[src/rtl/amg_pkg.sv]
package amg_pkg;

    // ------------------------------------------------------------
    // Lead codes and widths
    // ------------------------------------------------------------
    localparam logic [7:0] ALT_PTR_LEAD_CODE = 8'h90;
    localparam logic [7:0] DEREF_LEAD_CODE = 8'h92;
    localparam logic [7:0] ALT_DEREF_LEAD_CODE = 8'h91;
    localparam logic [15:0] PAGE_ZERO_TOP = 16'h00FF;
    localparam logic [15:0] RESET_ADDR = 16'h0000;
    localparam logic [7:0] RESET_BYTE = 8'h00;
    localparam logic [1:0] RESET_LEN = 2'h0;

    // ------------------------------------------------------------
    // Addressing modes
    // ------------------------------------------------------------
    typedef enum logic [3:0] {
        AMG_INHERENT,
        AMG_IMMEDIATE,
        AMG_DIRECT_SHORT,
        AMG_DIRECT_LONG,
        AMG_INDEXED_NONE,
        AMG_INDEXED_SHORT,
        AMG_INDEXED_LONG,
        AMG_RELATIVE,
        AMG_BIT_DIRECT,
        AMG_BIT_RELATIVE
    } amg_mode_t;

    typedef struct packed {
        logic [7:0] opcode;
        logic [7:0] byte1;
        logic [7:0] byte2;
        logic alt_index;
        logic deref;
    } amg_instr_t;

    typedef struct packed {
        logic [15:0] ea;
        logic [7:0] operand;
        logic is_operand;
        logic [1:0] len;
        logic short_form;
    } amg_result_t;

endpackage : amg_pkg

[src/rtl/amg_ea_gen.sv]
// Behaviour
// - Inherent instructions are one opcode byte, no operand bytes.
// - Immediate takes the next byte as operand; two-byte instruction.
// - Short direct uses one address byte, reach 00 to FF.
// - Long direct uses a two-byte address over the 64 Kbyte space.
// - Indexed address is unsigned sum of selected index and offset.
// - No-offset indexed uses the index value alone, 00 to FF.
// - No-offset indexed adds no byte after the opcode with either index.
// - Short indexed: one offset byte, sum spans 00 to 1FE, no wrap.
// - Long indexed: two-byte offset plus index over 64 Kbyte.
// - Indirect uses the byte after opcode as pointer, reads address there.
// - Short indirect reads a one-byte pointer, address within 00 to FF.
// - Long indirect reads a two-byte pointer word from a byte address.
// - Indirect indexed adds index to the pointer fetched from memory.
// - Short indirect indexed: byte pointer plus index, 00 to 1FE.
// - Relative adds signed 8-bit displacement to next-instruction PC.
// - Short variants reach page zero and are shorter than long ones.
// - Read-modify-write instructions use short addressing forms only.
// - Lead code 90 swaps in the second index register.
// - Lead code 92 turns direct and offset indexed forms into indirect ones; no-offset indexed stays direct.
module amg_ea_gen (
    input wire logic clk_sys,
    input wire logic rstn,
    input wire logic clk_en,
    input wire logic start,
    input wire logic [7:0] fetch_byte,
    input wire logic fetch_valid,
    input wire logic [7:0] idx_first,
    input wire logic [7:0] idx_second,
    input wire logic [15:0] pc_next,
    input wire logic [7:0] mem_rdata,
    input wire logic mem_rvalid,
    output logic [15:0] mem_addr,
    output logic mem_rd,
    output logic fetch_req,
    output logic done,
    output amg_pkg::amg_result_t result,
    output amg_pkg::amg_mode_t mode_out,
    output logic rmw_out
);

    // ------------------------------------------------------------
    // State
    // ------------------------------------------------------------
    typedef enum logic [2:0] {
        AMG_IDLE,
        AMG_OPC,
        AMG_B1,
        AMG_B2,
        AMG_PTR_HI,
        AMG_PTR_LO,
        AMG_DONE
    } amg_state_t;

    amg_state_t state;
    amg_pkg::amg_instr_t instr;
    amg_pkg::amg_mode_t mode;
    logic rmw;
    logic [7:0] ptr_hi;
    logic [1:0] needed;
    logic [15:0] next_ea;
    logic [7:0] idx;
    logic indirect;
    logic take_opc;
    logic take_b1;
    logic take_b2;
    logic ptr_ok;
    logic ptr_word;
    logic ptr_lo_ok;

    amg_mode_decode u_dec (
        .instr(instr),
        .mode(mode),
        .rmw(rmw)
    );

    // ------------------------------------------------------------
    // Bytes following the opcode
    // ------------------------------------------------------------
    function automatic logic [1:0] amg_follow(input amg_pkg::amg_mode_t m);
        unique case (m)
            amg_pkg::AMG_INHERENT: amg_follow = 2'h0;
            amg_pkg::AMG_IMMEDIATE: amg_follow = 2'h1;
            amg_pkg::AMG_DIRECT_SHORT: amg_follow = 2'h1;
            amg_pkg::AMG_DIRECT_LONG: amg_follow = 2'h2;
            amg_pkg::AMG_INDEXED_NONE: amg_follow = 2'h0;
            amg_pkg::AMG_INDEXED_SHORT: amg_follow = 2'h1;
            amg_pkg::AMG_INDEXED_LONG: amg_follow = 2'h2;
            amg_pkg::AMG_RELATIVE: amg_follow = 2'h1;
            amg_pkg::AMG_BIT_DIRECT: amg_follow = 2'h1;
            amg_pkg::AMG_BIT_RELATIVE: amg_follow = 2'h2;
        endcase
    endfunction : amg_follow

    function automatic logic amg_short(input amg_pkg::amg_mode_t m);
        amg_short = (m != amg_pkg::AMG_DIRECT_LONG) && (m != amg_pkg::AMG_INDEXED_LONG);
    endfunction : amg_short

    function automatic logic amg_is_long(input amg_pkg::amg_mode_t m);
        amg_is_long = (m == amg_pkg::AMG_DIRECT_LONG) || (m == amg_pkg::AMG_INDEXED_LONG);
    endfunction : amg_is_long

    function automatic logic amg_is_lead(input logic [7:0] b);
        amg_is_lead = (b == amg_pkg::ALT_PTR_LEAD_CODE) || (b == amg_pkg::DEREF_LEAD_CODE)
            || (b == amg_pkg::ALT_DEREF_LEAD_CODE);
    endfunction : amg_is_lead

    function automatic logic [1:0] amg_len(input amg_pkg::amg_mode_t m, input logic ind);
        // Indirect: only the pointer address, plus a bit branch offset
        if (ind) begin
            amg_len = (m == amg_pkg::AMG_BIT_RELATIVE) ? 2'h2 : 2'h1;
        end else begin
            amg_len = amg_follow(m);
        end
    endfunction : amg_len

    // Long indirect only where the form was long before the lead code
    assign indirect = instr.deref && (mode != amg_pkg::AMG_INHERENT)
        && (mode != amg_pkg::AMG_IMMEDIATE) && (mode != amg_pkg::AMG_INDEXED_NONE);
    assign idx = instr.alt_index ? idx_second : idx_first;
    assign needed = amg_follow(mode);
    assign take_opc = (state == AMG_OPC) && fetch_valid;
    assign take_b1 = (state == AMG_B1) && (needed != 2'h0) && fetch_valid;
    assign take_b2 = (state == AMG_B2) && fetch_valid;
    assign ptr_ok = (state == AMG_PTR_HI) && mem_rvalid;
    assign ptr_word = ptr_ok && amg_is_long(mode);
    assign ptr_lo_ok = (state == AMG_PTR_LO) && mem_rvalid;

    // ------------------------------------------------------------
    // Effective address
    // ------------------------------------------------------------
    always_comb begin
        next_ea = amg_pkg::RESET_ADDR;
        unique case (mode)
            amg_pkg::AMG_DIRECT_SHORT, amg_pkg::AMG_BIT_DIRECT, amg_pkg::AMG_BIT_RELATIVE: begin
                next_ea = {8'h00, instr.byte1};
            end
            amg_pkg::AMG_DIRECT_LONG: begin
                next_ea = {instr.byte1, instr.byte2};
            end
            amg_pkg::AMG_INDEXED_NONE: begin
                next_ea = {8'h00, idx};
            end
            amg_pkg::AMG_INDEXED_SHORT: begin
                next_ea = {8'h00, instr.byte1} + {8'h00, idx};
            end
            amg_pkg::AMG_INDEXED_LONG: begin
                next_ea = {instr.byte1, instr.byte2} + {8'h00, idx};
            end
            amg_pkg::AMG_RELATIVE: begin
                next_ea = pc_next + {{8{instr.byte1[7]}}, instr.byte1};
            end
            default: next_ea = amg_pkg::RESET_ADDR;
        endcase
    end

    // ------------------------------------------------------------
    // State sequencer
    // ------------------------------------------------------------
    always_ff @(posedge clk_sys or negedge rstn) begin
        if (!rstn) begin
            state <= AMG_IDLE;
        end else if (clk_en) begin
            unique case (state)
                AMG_IDLE: begin
                    if (start) begin
                        state <= AMG_OPC;
                    end
                end
                AMG_OPC: begin
                    if (take_opc && !amg_is_lead(fetch_byte)) begin
                        state <= AMG_B1;
                    end
                end
                AMG_B1: begin
                    if (needed == 2'h0) begin
                        state <= AMG_DONE;
                    end else if (take_b1) begin
                        if (indirect) begin
                            state <= AMG_PTR_HI;
                        end else if (needed == 2'h2) begin
                            state <= AMG_B2;
                        end else begin
                            state <= AMG_DONE;
                        end
                    end
                end
                AMG_B2: begin
                    if (take_b2) begin
                        state <= AMG_DONE;
                    end
                end
                AMG_PTR_HI: begin
                    if (ptr_word) begin
                        state <= AMG_PTR_LO;
                    end else if (ptr_ok) begin
                        state <= (mode == amg_pkg::AMG_BIT_RELATIVE) ? AMG_B2 : AMG_DONE;
                    end
                end
                AMG_PTR_LO: begin
                    if (ptr_lo_ok) begin
                        state <= AMG_DONE;
                    end
                end
                AMG_DONE: state <= AMG_IDLE;
                default: state <= AMG_IDLE;
            endcase
        end
    end

    // ------------------------------------------------------------
    // Instruction capture
    // ------------------------------------------------------------
    always_ff @(posedge clk_sys or negedge rstn) begin
        if (!rstn) begin
            instr <= '0;
        end else if (clk_en) begin
            if ((state == AMG_IDLE) && start) begin
                instr <= '0;
            end else if (take_opc) begin
                if (fetch_byte == amg_pkg::ALT_PTR_LEAD_CODE) begin
                    instr.alt_index <= 1'b1;
                end else if (fetch_byte == amg_pkg::DEREF_LEAD_CODE) begin
                    instr.deref <= 1'b1;
                end else if (fetch_byte == amg_pkg::ALT_DEREF_LEAD_CODE) begin
                    instr.deref <= 1'b1;
                    instr.alt_index <= 1'b1;
                end else begin
                    instr.opcode <= fetch_byte;
                end
            end else if (take_b1) begin
                instr.byte1 <= fetch_byte;
            end else if (take_b2) begin
                instr.byte2 <= fetch_byte;
            end else if (ptr_ok && !ptr_word) begin
                // Byte pointer substitutes for the short address/offset
                instr.byte1 <= mem_rdata;
            end else if (ptr_lo_ok) begin
                instr.byte1 <= ptr_hi;
                instr.byte2 <= mem_rdata;
            end
        end
    end

    // ------------------------------------------------------------
    // Pointer reads and address port
    // ------------------------------------------------------------
    always_ff @(posedge clk_sys or negedge rstn) begin
        if (!rstn) begin
            ptr_hi <= amg_pkg::RESET_BYTE;
        end else if (clk_en && ptr_word) begin
            ptr_hi <= mem_rdata;
        end
    end

    always_ff @(posedge clk_sys or negedge rstn) begin
        if (!rstn) begin
            mem_addr <= amg_pkg::RESET_ADDR;
            mem_rd <= 1'b0;
        end else if (clk_en) begin
            mem_rd <= 1'b0;
            if (take_b1 && indirect) begin
                mem_addr <= {8'h00, fetch_byte};
                mem_rd <= 1'b1;
            end else if (ptr_word) begin
                mem_addr <= mem_addr + 16'h0001;
                mem_rd <= 1'b1;
            end else if (((state == AMG_PTR_HI) || (state == AMG_PTR_LO)) && !mem_rvalid) begin
                mem_rd <= 1'b1;
            end else if (state == AMG_DONE) begin
                mem_addr <= next_ea;
            end
        end
    end

    // ------------------------------------------------------------
    // Code byte requests
    // ------------------------------------------------------------
    always_ff @(posedge clk_sys or negedge rstn) begin
        if (!rstn) begin
            fetch_req <= 1'b0;
        end else if (clk_en) begin
            if ((state == AMG_IDLE) && start) begin
                fetch_req <= 1'b1;
            end else if ((state == AMG_B1) && (needed == 2'h0)) begin
                fetch_req <= 1'b0;
            end else if (take_b1 && (indirect || (needed == 2'h1))) begin
                fetch_req <= 1'b0;
            end else if (take_b2) begin
                fetch_req <= 1'b0;
            end else if (ptr_ok && !ptr_word && (mode == amg_pkg::AMG_BIT_RELATIVE)) begin
                fetch_req <= 1'b1;
            end
        end
    end

    // ------------------------------------------------------------
    // Result
    // ------------------------------------------------------------
    always_ff @(posedge clk_sys or negedge rstn) begin
        if (!rstn) begin
            done <= 1'b0;
            result <= '0;
            mode_out <= amg_pkg::AMG_INHERENT;
            rmw_out <= 1'b0;
        end else if (clk_en) begin
            done <= (state == AMG_DONE);
            if (state == AMG_DONE) begin
                result.ea <= next_ea;
                result.operand <= instr.byte1;
                result.is_operand <= (mode == amg_pkg::AMG_IMMEDIATE);
                result.len <= amg_len(mode, indirect);
                result.short_form <= amg_short(mode);
                mode_out <= mode;
                rmw_out <= rmw;
            end
        end
    end

endmodule : amg_ea_gen

[src/rtl/amg_mode_decode.sv]
module amg_mode_decode (
    input wire amg_pkg::amg_instr_t instr,
    output amg_pkg::amg_mode_t mode,
    output logic rmw
);

    // ------------------------------------------------------------
    // Opcode column/row to addressing mode
    // ------------------------------------------------------------
    always_comb begin
        rmw = 1'b0;
        unique case (instr.opcode[7:4])
            4'h0: begin
                mode = amg_pkg::AMG_BIT_RELATIVE;
                rmw = 1'b1;
            end
            4'h1: begin
                mode = amg_pkg::AMG_BIT_DIRECT;
                rmw = 1'b1;
            end
            4'h2: mode = amg_pkg::AMG_RELATIVE;
            4'h3: begin
                mode = amg_pkg::AMG_DIRECT_SHORT;
                rmw = 1'b1;
            end
            4'h6: begin
                mode = amg_pkg::AMG_INDEXED_SHORT;
                rmw = 1'b1;
            end
            4'h7: begin
                mode = amg_pkg::AMG_INDEXED_NONE;
                rmw = 1'b1;
            end
            4'hA: mode = amg_pkg::AMG_IMMEDIATE;
            4'hB: mode = amg_pkg::AMG_DIRECT_SHORT;
            4'hC: mode = amg_pkg::AMG_DIRECT_LONG;
            4'hD: mode = amg_pkg::AMG_INDEXED_LONG;
            4'hE: mode = amg_pkg::AMG_INDEXED_SHORT;
            4'hF: mode = amg_pkg::AMG_INDEXED_NONE;
            default: mode = amg_pkg::AMG_INHERENT;
        endcase
    end

endmodule : amg_mode_decode

[config.mk]
export PLATFORM = sky130hd
export DESIGN_NAME = amg_ea_gen
export DESIGN_NICKNAME = d
export VERILOG_FILES = /design/src/rtl/amg_pkg.sv /design/src/rtl/amg_ea_gen.sv /design/src/rtl/amg_mode_decode.sv
export SDC_FILE = /design/constraint.sdc
export NUM_CORES = 1
export LEC_CHECK = 0
export BUFFER_PORTS_ARGS = -buffer_cell sky130_fd_sc_hd__buf_2
export CAP_MARGIN = 20
export CORE_MARGIN = 4
export CORE_UTILIZATION = 57
export CTS_CLUSTER_SIZE = 24
export DETAILED_ROUTE_END_ITERATION = 8
export HOLD_SLACK_MARGIN = 0.12
export PLACE_DENSITY = 0.8
export SLEW_MARGIN = 20
export SYNTH_ARGS = -nofsm -noshare
export SYNTH_HDL_FRONTEND = slang
export SYNTH_SLANG_ARGS = --single-unit
[constraint.sdc]
create_clock -name clk_sys -period 8.95 [get_ports clk_sys]
set_clock_uncertainty 0.2 [all_clocks]
set_input_delay 0.4475 -clock clk_sys [delete_from_list [all_inputs] [get_ports clk_sys]]
set_output_delay 0.4475 -clock clk_sys [all_outputs]
set_load 0.1 [all_outputs]
==> results of run 1 <==
## cell usage in the layout, fill, tap and decap left out, types with 11 or more instances in the layout
master / n
nor3_1: 18
dfrtp_1: 85
buf_2: 104
a31oi_1: 19
a22o_1: 12
o21ai_1: 11
nand2_1: 123
o21ai_0: 53
mux2i_1: 29
ha_1: 32
xor2_1: 12
a21oi_1: 56
nand3_1: 14
inv_1: 14
nand2b_1: 13
and3_1: 12
nor2_1: 54
## logic make-up after synthesis
family	Yosys count	share of synthesized area, %
xor+xnor	19	2.38
buf+inv	67	4.89
simple gates	321	23.8
compound gates	268	26.5
flops	85	30.4
mux	37	5.43
fa+ha+maj	35	6.57
## metrics by stage
stage               power, mW  utilization [%]  setup slack, ns
floorplan                2.18                -             5.98
global placement         2.50             62.1             5.60
detailed placement       2.52             62.1             5.51
CTS                      2.93             64.9             5.44
global route             3.11             64.9             5.11
finish                   2.96             64.9             5.34
## sequential cells by signal, indices dropped and copies added, names as in the netlist
register	count
done	1
fetch_req	1
instr	22
mem_addr	16
mem_rd	1
mode_out	4
ptr_hi	8
result	28
rmw_out	1
state	3
## tightest hold or removal path: stages
cell and delay [ns]:
buf_2 0.10, nand2_1 0.04, nand2_1 0.05
## final timing paths
check | startpoint | end | slack (ns)
min | mem_rdata[5] | ptr_hi[5]$_DFFE_PN0P_ | 0.13
min reg2reg | ptr_hi[5]$_DFFE_PN0P_ | ptr_hi[5]$_DFFE_PN0P_ | 0.27
min in group asynchronous | rstn | result[7]$_DFFE_PN0P_ | 0.25
max reg2reg | instr[24]$_DFFE_PN0P_ | mem_addr[7]$_DFFE_PN0P_ | 5.34
max in group asynchronous | rstn | instr[9]$_DFFE_PN0P_ | 7.39
max | instr[24]$_DFFE_PN0P_ | mem_addr[7]$_DFFE_PN0P_ | 5.34
## final cells by class
class,count,area [µm²]
Tap cell,147,184
Fill cell,1029,4210
Sequential cell,85,2130
Inverter,15,56.3
Timing Repair Buffer,110,572
Clock inverter,5,83.8
Multi-Input combinational cell,680,4540
Clock buffer,11,243
## power groups by stage
stage          sequential (mW)  clock, mW  combinational, mW
6_report                 0.765      0.409               1.79
5_1_grt                  0.792      0.428               1.89
4_1_cts                  0.752      0.411               1.77
3_5_place_dp             0.759          0               1.76
3_3_place_gp             0.755          0               1.74
2_1_floorplan             1.33          0              0.851
## cells in the mapped netlist, drive strengths merged, types with 7 or more instances
library cell  instances
nand3                15
a31oi                19
a22o                 12
buf                  30
nor3                 21
nor2                 58
clkbuf               22
a21oi                56
nand2               124
ha                   32
xnor2                 7
mux2                  8
inv                  15
o211ai               11
o31ai                11
and3                 12
xor2                 12
or3                  10
o21ai                65
a21o                 10
mux2i                29
nand4                 9
dfrtp                85
nand2b               13
a211oi               16
## metal layers
layer | GRT usage (%) | vias up | part of all wire [%]
li1 | - | 3262 | -
met1 | 41.1 | 3230 | 41
met2 | 45.9 | 366 | 45
met3 | 6.13 | 79 | 9.0
met4 | 15.1 | 0 | 4.9
met5 | 0 | - | 0
## timing repair
item / 4_1_cts / 5_1_grt
endpoints found under the hold margin: 5 / 0
setup endpoints to repair: 0 / 0
buffers inserted: 0 / 0
hold buffers: 1 / 0
==> results by group, run 1 <==
Run status
  • Status: finished clean

GRT
  • Overflow after GRT: 0
  • Initial antenna violation count: 0
  • Total GRT Usage: 30.2%
  • Largest net degree at the start of global routing: just over 80
  • Vias in the first global route: 6523
  • First-pass GRT wire length: around 34000 µm

Floorplanning
  • Initial Util: 58.3%
  • Area of the core: 12000 µm²
  • Row cnt: 40
  • Die Footprint: 14100 µm²
  • Die height: 119 µm
  • Chip width: 119 µm
  • Io pins: 106

Worst setup path
  • Worst path required time: 8.93 ns
  • Critical path fanouts, max: 28
  • Max incr delay on CP: 0.97 ns
  • Worst Setup End Kind: flop
  • Worst path buffer plus inverter count: 0
  • Crit-path cells: nand3b_1, nor3_2, o21ai_0, a222oi_1, a41oi_1
  • CP max-delay cell: nor3_2
  • R2R depth: 5
  • Arr. time, crit path: 3.59 ns
  • WP depth: 5
  • Critical path startpoint category: flop
  • Critical path class: flop to flop
  • CP delay by family, top: simple AND/OR/NAND/NOR gates

Final layout
  • Area growth syn-to-layout: 11.4%
  • Post-route cell area: 7800 µm²
  • Final nets: 990
  • Finished Layout Cells: around 1100
  • Antenna Cells: 0
  • Layout cells sized above 1: a little under a fifth

Placed design
  • Placer Congestion: between 0.9 and 1
  • Inst Count DP: 1036
  • Port bufs: 105
  • Hpwl dp: 15800 µm
  • Area post-placement: 7460 µm²

Synthesis
  • Cells after Synth: 832
  • Mapped Nets: 921
  • Post-synth ARST share: 100%
  • Yosys reg bits: 85
  • Post-Syn Area: 7010 µm²
  • YS warnings: 0
  • Post-synth cell types: slightly below 90
  • Post-synthesis average cell area: 8.42 µm²
  • Main area contributors after synthesis: dfrtp_1 (30%), nand2_1 (6.6%), ha_1 (5.7%)
  • Seq/Total Area, Yosys: a little under a third
  • Top_reg_cell synth: dfrtp_1
  • Post-synth EDFFs: 0
  • Share of the synthesized area in the top cell type: between 30 and 40%
  • Post-synth top area cell: dfrtp_1

Drt
  • Drt pass-1 iters: 9
  • Drt via density: 6.59
  • Routed wire length: 21400 µm
  • DR DRC count: 0
  • Per-cell routed wire length: between 20 and 25 µm
  • 1st-iter DRT viols: 963
  • Via count: 6937
  • Antenna-violating nets left: 0

Clocking
  • Clock Tree Root: clkbuf_16
  • H-tree depth: 3
  • Clock sink total: 85
  • CTS Buf Count: 9
  • Worst-Skew Late Latency: approximately 0.34 ns
  • CTS resizes: 0
  • Clk slew on worst S/H paths: about 0.06 ns
  • CTS tree: yes
  • CTS max path bufs: 2

STA
  • Final setup violating endpoints: 0
  • RSZ-0062 raised after global routing: no
  • Max_slew headroom: 32.2%
  • Worst slew pin tran: around 1.0 ns
  • Hold Worst Slack: 0.134 ns
  • Part of the cycle the worst path needs: 40.4%
  • Hold Vio Cnt, Final: 0
  • Final Critical Period: 3.61 ns
  • Fmax: 0.277 GHz
  • Setup TNS: 0 ns
  • Final Max Tran Viols: 0

Pwr
  • Cell Pwr Density: 379 nW/µm²
  • Sequential share of power: 25.8%
  • Comb power frac: 60.4%
  • Internal power: around 1.2 mW
  • NetSw: ~1.7 mW
  • Clock Power Share: 13.8%
  • Sw Share: 58.1%
  • Peak VDD IR: 0.176 mV
  • LEAKAGE: roughly 3.5 nW

Min path
  • Min-Delay Path Class: primary input to flop
  • Worst Hold Depth: 3

Run
  • Max-cap violations: 0
No activity file was read; power rests on OpenSTA's default activity.
==> run 2: changes to the inputs <==
--- a/config.mk
+++ b/config.mk
@@ -8,11 +8,11 @@
 export BUFFER_PORTS_ARGS = -buffer_cell sky130_fd_sc_hd__buf_2
 export CAP_MARGIN = 20
 export CORE_MARGIN = 4
-export CORE_UTILIZATION = 57
+export CORE_UTILIZATION = 53
 export CTS_CLUSTER_SIZE = 24
 export DETAILED_ROUTE_END_ITERATION = 8
 export HOLD_SLACK_MARGIN = 0.12
-export PLACE_DENSITY = 0.8
+export PLACE_DENSITY = 0.78
 export SLEW_MARGIN = 20
 export SYNTH_ARGS = -nofsm -noshare
 export SYNTH_HDL_FRONTEND = slang
==> constraint.sdc (replaced) <==
create_clock -name clk_sys -period 3.3 [get_ports clk_sys]
set_clock_uncertainty 0.2 [all_clocks]
set_input_delay 0.165 -clock clk_sys [delete_from_list [all_inputs] [get_ports clk_sys]]
set_output_delay 0.165 -clock clk_sys [all_outputs]
set_load 0.1 [all_outputs]
==> results by group, run 2 (synthesized netlist as in run 1, its figures left out) <==
GRT
  • First-pass GRT wire length: 35800 µm (+5.0%)
  • Largest net degree at the start of global routing: 74 (-8.6%)
  • Overflow after GRT: 0 (unchanged)
  • Vias in the first global route: 6575 (+0.80%)
  • Initial antenna violation count: 0 (unchanged)
  • Total GRT Usage: 30.3% (+0.070 points)

Final layout
  • Most common cell after layout, fill and taps aside: nand2_1
  • Antenna Cells: 0 (unchanged)
  • Area growth syn-to-layout: 16.8%
  • Max reg flops: 28 (unchanged)
  • Commonest non-fill, non-tap cells in the layout: nand2_1 (123), buf_2 (104), dfrtp_1 (85), a21oi_1 (56), nor2_1 (54)
  • Final nets: 1032 (+4.2%)
  • FILL cells: 1094 (+6.3%)
  • Layout cells sized above 1: 20.4% (+1.7 points)
  • Finished Layout Cells: 1120 (+6.4%)
  • Largest register by flop count: result
  • Largest regs: result: 28 flops, instr: 22 flops, mem_addr: 16 flops

Placed design
  • Inst Count DP: 1084 (+4.6%)
  • Port bufs: 105 (unchanged)
  • Hpwl dp: 17100 µm (+8.2%)
  • Placer Congestion: 1.01 (+4.2%)

Run
  • Max-cap violations: 0 (unchanged)

Worst setup path
  • Arr. time, crit path: 3.26 ns (-0.33 ns)
  • Critical path class: flop to flop
  • Critical path startpoint category: flop
  • Critical path fanouts, max: 3 (-89%)
  • Worst Setup End Kind: flop
  • Worst path required time: 3.34 ns (-5.59 ns)

Drt
  • Antenna-violating nets left: 0 (unchanged)
  • Routed wire length: 22600 µm (+6.0%)
  • DR DRC count: 0 (unchanged)
  • Drt pass-1 iters: 5 (-4)
  • Drt via density: 6.48 (-1.6%)
  • Via count: 7258 (+4.6%)
  • Per-cell routed wire length: 20.2 µm (-0.38%)
  • 1st-iter DRT viols: 950 (-1.3%)

Clocking
  • CTS Buf Count: 9 (unchanged)
  • Worst-Skew Late Latency: 0.34 ns (about the same)
  • Clock sink total: 85 (unchanged)
  • H-tree depth: 3 (unchanged)
  • Clk slew on worst S/H paths: 0.07 ns (about the same)
  • CTS tree: yes
  • Clock Tree Root: clkbuf_16
  • CTS max path bufs: 2 (unchanged)

STA
  • Worst slew pin tran: 0.944 ns (-0.0733 ns)
  • Hold Worst Slack: 0.207 ns (+0.0732 ns)
  • Hold Vio Cnt, Final: 0 (unchanged)
  • Final Max Tran Viols: 0 (unchanged)
  • Final Critical Period: 3.22 ns (-0.396 ns)
  • Max_slew headroom: 37.0% (+4.9 points)
  • RSZ-0062 raised after global routing: no
  • Fmax: 0.311 GHz (+12%)
  • Part of the cycle the worst path needs: 97.4% (+57 points)
  • Final setup violating endpoints: 0 (unchanged)
  • Setup TNS: 0 ns (unchanged)

Floorplanning
  • Row cnt: 41 (+2.5%)
  • Die Footprint: 15100 µm² (+7.0%)
  • Io pins: 106 (unchanged)
  • Area of the core: 12800 µm² (+6.3%)
  • Die height: 123 µm (+3.5%)
  • Initial Util: 54.8% (-3.5 points)
  • Chip width: 123 µm (+3.5%)

Pwr
  • LEAKAGE: 3.74 nW (+5.4%)
  • Cell Pwr Density: 1000 nW/µm² (+160%)
  • Peak VDD IR: 0.491 mV (+180%)

Min path
  • Min-Delay Path Class: primary input to flop

Run status
  • Status: finished clean
[run 2: final timing paths]
kind,end,start,slack [ns],depth (start not counted)
max,mem_addr[6]$_DFFE_PN0P_,instr[1]$_DFFE_PN0P_,0.08,9
min reg2reg,ptr_hi[2]$_DFFE_PN0P_,ptr_hi[2]$_DFFE_PN0P_,0.27,2
max in group asynchronous,mem_addr[11]$_DFFE_PN0P_,rstn,1.91,3
min in group asynchronous,result[11]$_DFFE_PN0P_,rstn,0.29,2
min,result[27]$_DFFE_PN0P_,pc_next[15],0.21,5
max reg2reg,mem_addr[6]$_DFFE_PN0P_,instr[1]$_DFFE_PN0P_,0.08,9
[run 2: layer usage]
layer  share of wire, %  track usage, %  vias up
met3                9.9            5.03       63
met5                  0               0        -
met1                 42            42.9     3404
met4                3.3            9.83        0
met2                 45            47.4      446
li1                   -               -     3345
[run 2: timing repair]
item,4_1_cts,5_1_grt
gates resized for setup,0,1
hold endpoints to repair,101,0
setup buffers,0,1
hold buffers,19,0
endpoints found under the setup margin,0,1
[run 2: cell type report]
class	count	area (µm²)	share of cell area (%)
Inverter	15	56.3	0.688
Clock buffer	11	233	2.84
Sequential cell	85	2130	26.0
Multi-Input combinational cell	680	4540	55.5
Timing Repair Buffer	152	928	11.3
Tap cell	172	215	2.63
Clock inverter	5	85.1	1.04
[run 2: per-stage QoR]
step	power [mW]	instance area [µm²]	utilization [%]	setup slack, ns
floorplan	5.92	7010	-	0.328
global placement	6.94	7660	60.0	0.283
detailed placement	6.99	7660	60.0	0.210
CTS	8.11	8170	64.0	0.192
global route	8.60	8180	64.1	0.00106
finish	8.19	8180	64.1	0.0843
[run 2: critical path, cell delays in order, from the launching register on]
cell and delay (ns):
dfrtp_1 0.38, mux2_2 0.39, ha_1 0.23, fa_2 0.38, a211oi_2 0.33, nor2_1 0.14
or4b_1 0.47, a21oi_1 0.21, nor4_1 0.12, o31ai_1 0.26
[run 2: report_power, final]
part | leakage (nW) | switching (mW) | internal (mW)
registers | 1.11 | 0.522 | 1.42
logic | 2.48 | 3.79 | 1.36
clock network | 0.150 | 0.433 | 0.667
==> run 3: changes to the inputs <==
==> constraint.sdc (replaced) <==
create_clock -name clk_sys -period 2.9 [get_ports clk_sys]
set_clock_uncertainty 0.2 [all_clocks]
set_input_delay 0.145 -clock clk_sys [delete_from_list [all_inputs] [get_ports clk_sys]]
set_output_delay 0.145 -clock clk_sys [all_outputs]
set_load 0.005 [all_outputs]
==> results by group, run 3 (synthesized netlist as in run 1, its figures left out) <==
Run status
  • Status: finished, violations left
  • Failing checks: negative setup slack

Worst setup path
  • Critical path class: flop to flop
  • Arr. time, crit path: 2.98 ns (-0.28 ns)
  • Critical path fanouts, max: 3 (unchanged)
  • Worst path required time: 2.97 ns (-0.37 ns)
  • Worst Setup End Kind: flop
  • Critical path startpoint category: flop

STA
  • Fmax: 0.343 GHz (+10%)
  • Final Max Tran Viols: 0 (unchanged)
  • Final Critical Period: 2.92 ns (-0.297 ns)
  • Hold Vio Cnt, Final: 0 (unchanged)
  • Part of the cycle the worst path needs: 101% (+3.2 points)
  • Final setup violating endpoints: 2 (+2)
  • Final WS setup: -0.0190 ns (-0.103 ns)
  • Max_slew headroom: 51.2% (+14 points)
  • RSZ-0062 raised after global routing: yes
  • Worst slew pin tran: 0.731 ns (-0.213 ns)
  • Setup TNS: -0.0212 ns (-0.0212 ns)

Floorplanning
  • Io pins: 106 (unchanged)
  • Die Footprint: 15100 µm² (unchanged)
  • Die height: 123 µm (unchanged)
  • Initial Util: 54.8% (unchanged)
  • Chip width: 123 µm (unchanged)
  • Row cnt: 41 (unchanged)
  • Area of the core: 12800 µm² (unchanged)

Clocking
  • Clock Tree Root: clkbuf_16
  • Worst-Skew Late Latency: 0.35 ns (about the same)
  • H-tree depth: 3 (unchanged)
  • Clock sink total: 85 (unchanged)
  • Clk slew on worst S/H paths: 0.06 ns (about the same)
  • CTS tree: yes
  • CTS max path bufs: 2 (unchanged)
  • CTS Buf Count: 9 (unchanged)

GRT
  • Overflow after GRT: 0 (unchanged)
  • Total GRT Usage: 32.2% (+1.9 points)
  • Vias in the first global route: 6894 (+4.9%)
  • First-pass GRT wire length: 37700 µm (+5.2%)
  • Largest net degree at the start of global routing: 50 (-32%)
  • Initial antenna violation count: 0 (unchanged)

Final layout
  • Largest register by flop count: result
  • Area growth syn-to-layout: 25.9%
  • Largest regs: result: 28 flops, instr: 22 flops, mem_addr: 16 flops
  • Max reg flops: 28 (unchanged)
  • Commonest non-fill, non-tap cells in the layout: nand2_1 (122), buf_2 (104), dfrtp_1 (84), buf_4 (71)
  • Final Util: 69.0% (+5.0 points)
  • Most common cell after layout, fill and taps aside: nand2_1
  • Final nets: 1081 (+4.7%)
  • Layout cells sized above 1: 27.7% (+7.4 points)
  • Antenna Cells: 0 (unchanged)
  • Post-route cell area: 8820 µm² (+7.8%)

Pwr
  • Peak VDD IR: 0.515 mV (+4.9%)
  • Clock Power Share: 15.1% (+1.7 points)
  • Internal power: 4.18 mW (+21%)
  • LEAKAGE: 4.00 nW (+7.1%)
  • Comb power frac: 56.1% (-6.7 points)
  • NetSw: 3.41 mW (-28%)
  • Sw Share: 44.9% (-13 points)
  • Cell Pwr Density: 861 nW/µm² (-14%)
  • Sequential share of power: 28.9% (+5.2 points)

Drt
  • Drt pass-1 iters: 6 (+1)
  • DR DRC count: 0 (unchanged)
  • Drt via density: 6.39 (-1.3%)
  • Per-cell routed wire length: 20.8 µm (+2.7%)
  • 1st-iter DRT viols: 922 (-2.9%)
  • Via count: 7469 (+2.9%)
  • Routed wire length: 24200 µm (+7.1%)
  • Antenna-violating nets left: 0 (unchanged)

Placed design
  • Port bufs: 105 (unchanged)
  • Placer Congestion: 0.970 (-3.6%)
  • Area post-placement: 8010 µm² (+4.5%)
  • Hpwl dp: 18200 µm (+6.1%)

Min path
  • Min-Delay Path Class: primary input to flop

Run
  • Max-cap violations: 0 (unchanged)
## run 3: layer usage
| metal | wire length (µm) | global-route usage (%) |
|---|---|---|
| met1 | 9900 | 43.9 |
| met2 | 11200 | 51.2 |
| met3 | 2310 | 6.50 |
| met4 | 829 | 11.1 |
| met5 | 0 | 0 |
## run 3: repair_timing
action | in CTS | in global routing
hold buffers | 21 | 0
setup endpoints to repair | 11 | 25
pin swaps | 8 | 24
buffers inserted | 0 | 4
gates resized for setup | 13 | 42
endpoints found under the hold margin | 120 | 0
## run 3: area by class of cell
class,instances,area (µm²)
clock inverters,5,52.6
flip-flops and latches,85,2130
multi-input cells,680,4810
well taps,172,215
clock buffers,10,229
fillers,1008,3960
inverters,15,56.3
repair buffers,201,1330
## run 3: critical path, stage by stage, from the launching register on
cell      delay [ns]
dfrtp_2         0.43
mux2_4          0.34
ha_4            0.17
fa_2            0.38
a211oi_4        0.25
nor2_2          0.09
or4b_4          0.50
a21oi_4         0.19
nor4_4          0.07
o31ai_2         0.21
## run 3: path summary, 6_finish.rpt
check / startpoint / endpoint / slack (ns) / cells after the start
setup reg to reg: instr[1]$_DFFE_PN0P_ / mem_addr[6]$_DFFE_PN0P_ / -0.02 / 9
min in group asynchronous: rstn / result[7]$_DFFE_PN0P_ / 0.63 / 3
max in group asynchronous: rstn / instr[15]$_DFFE_PN0P_ / 0.93 / 4
hold reg to reg: ptr_hi[3]$_DFFE_PN0P_ / ptr_hi[3]$_DFFE_PN0P_ / 0.27 / 2
hold / removal: fetch_valid / state[2]$_DFFE_PN0P_ / 0.19 / 3
setup / recovery: instr[1]$_DFFE_PN0P_ / mem_addr[6]$_DFFE_PN0P_ / -0.02 / 9
## run 3: metrics by stage
step / cells / setup WS [ns] / hold slack (ns) / total power [mW]
final: 1168 / -0.0190 / 0.186 / 7.59
after global routing: 1168 / -0.127 / 0.216 / 8.05
after CTS: 1164 / 0.00362 / 0.171 / 7.25
after detailed placement: 1128 / -0.0954 / -0.0525 / 6.03
after global placement: 1128 / -0.0130 / -0.0565 / 5.98
after floorplan: 832 / 0.0233 / -0.351 / 4.59
## run 3: power by group through the flow
stage	Clock, mW	Combinational, mW	Sequential, mW
final	1.15	4.26	2.19
after global routing	1.19	4.64	2.23
after CTS	1.15	3.96	2.14
after detailed placement	0	3.88	2.16
after global placement	0	3.84	2.14
after floorplan	0	2.62	1.97
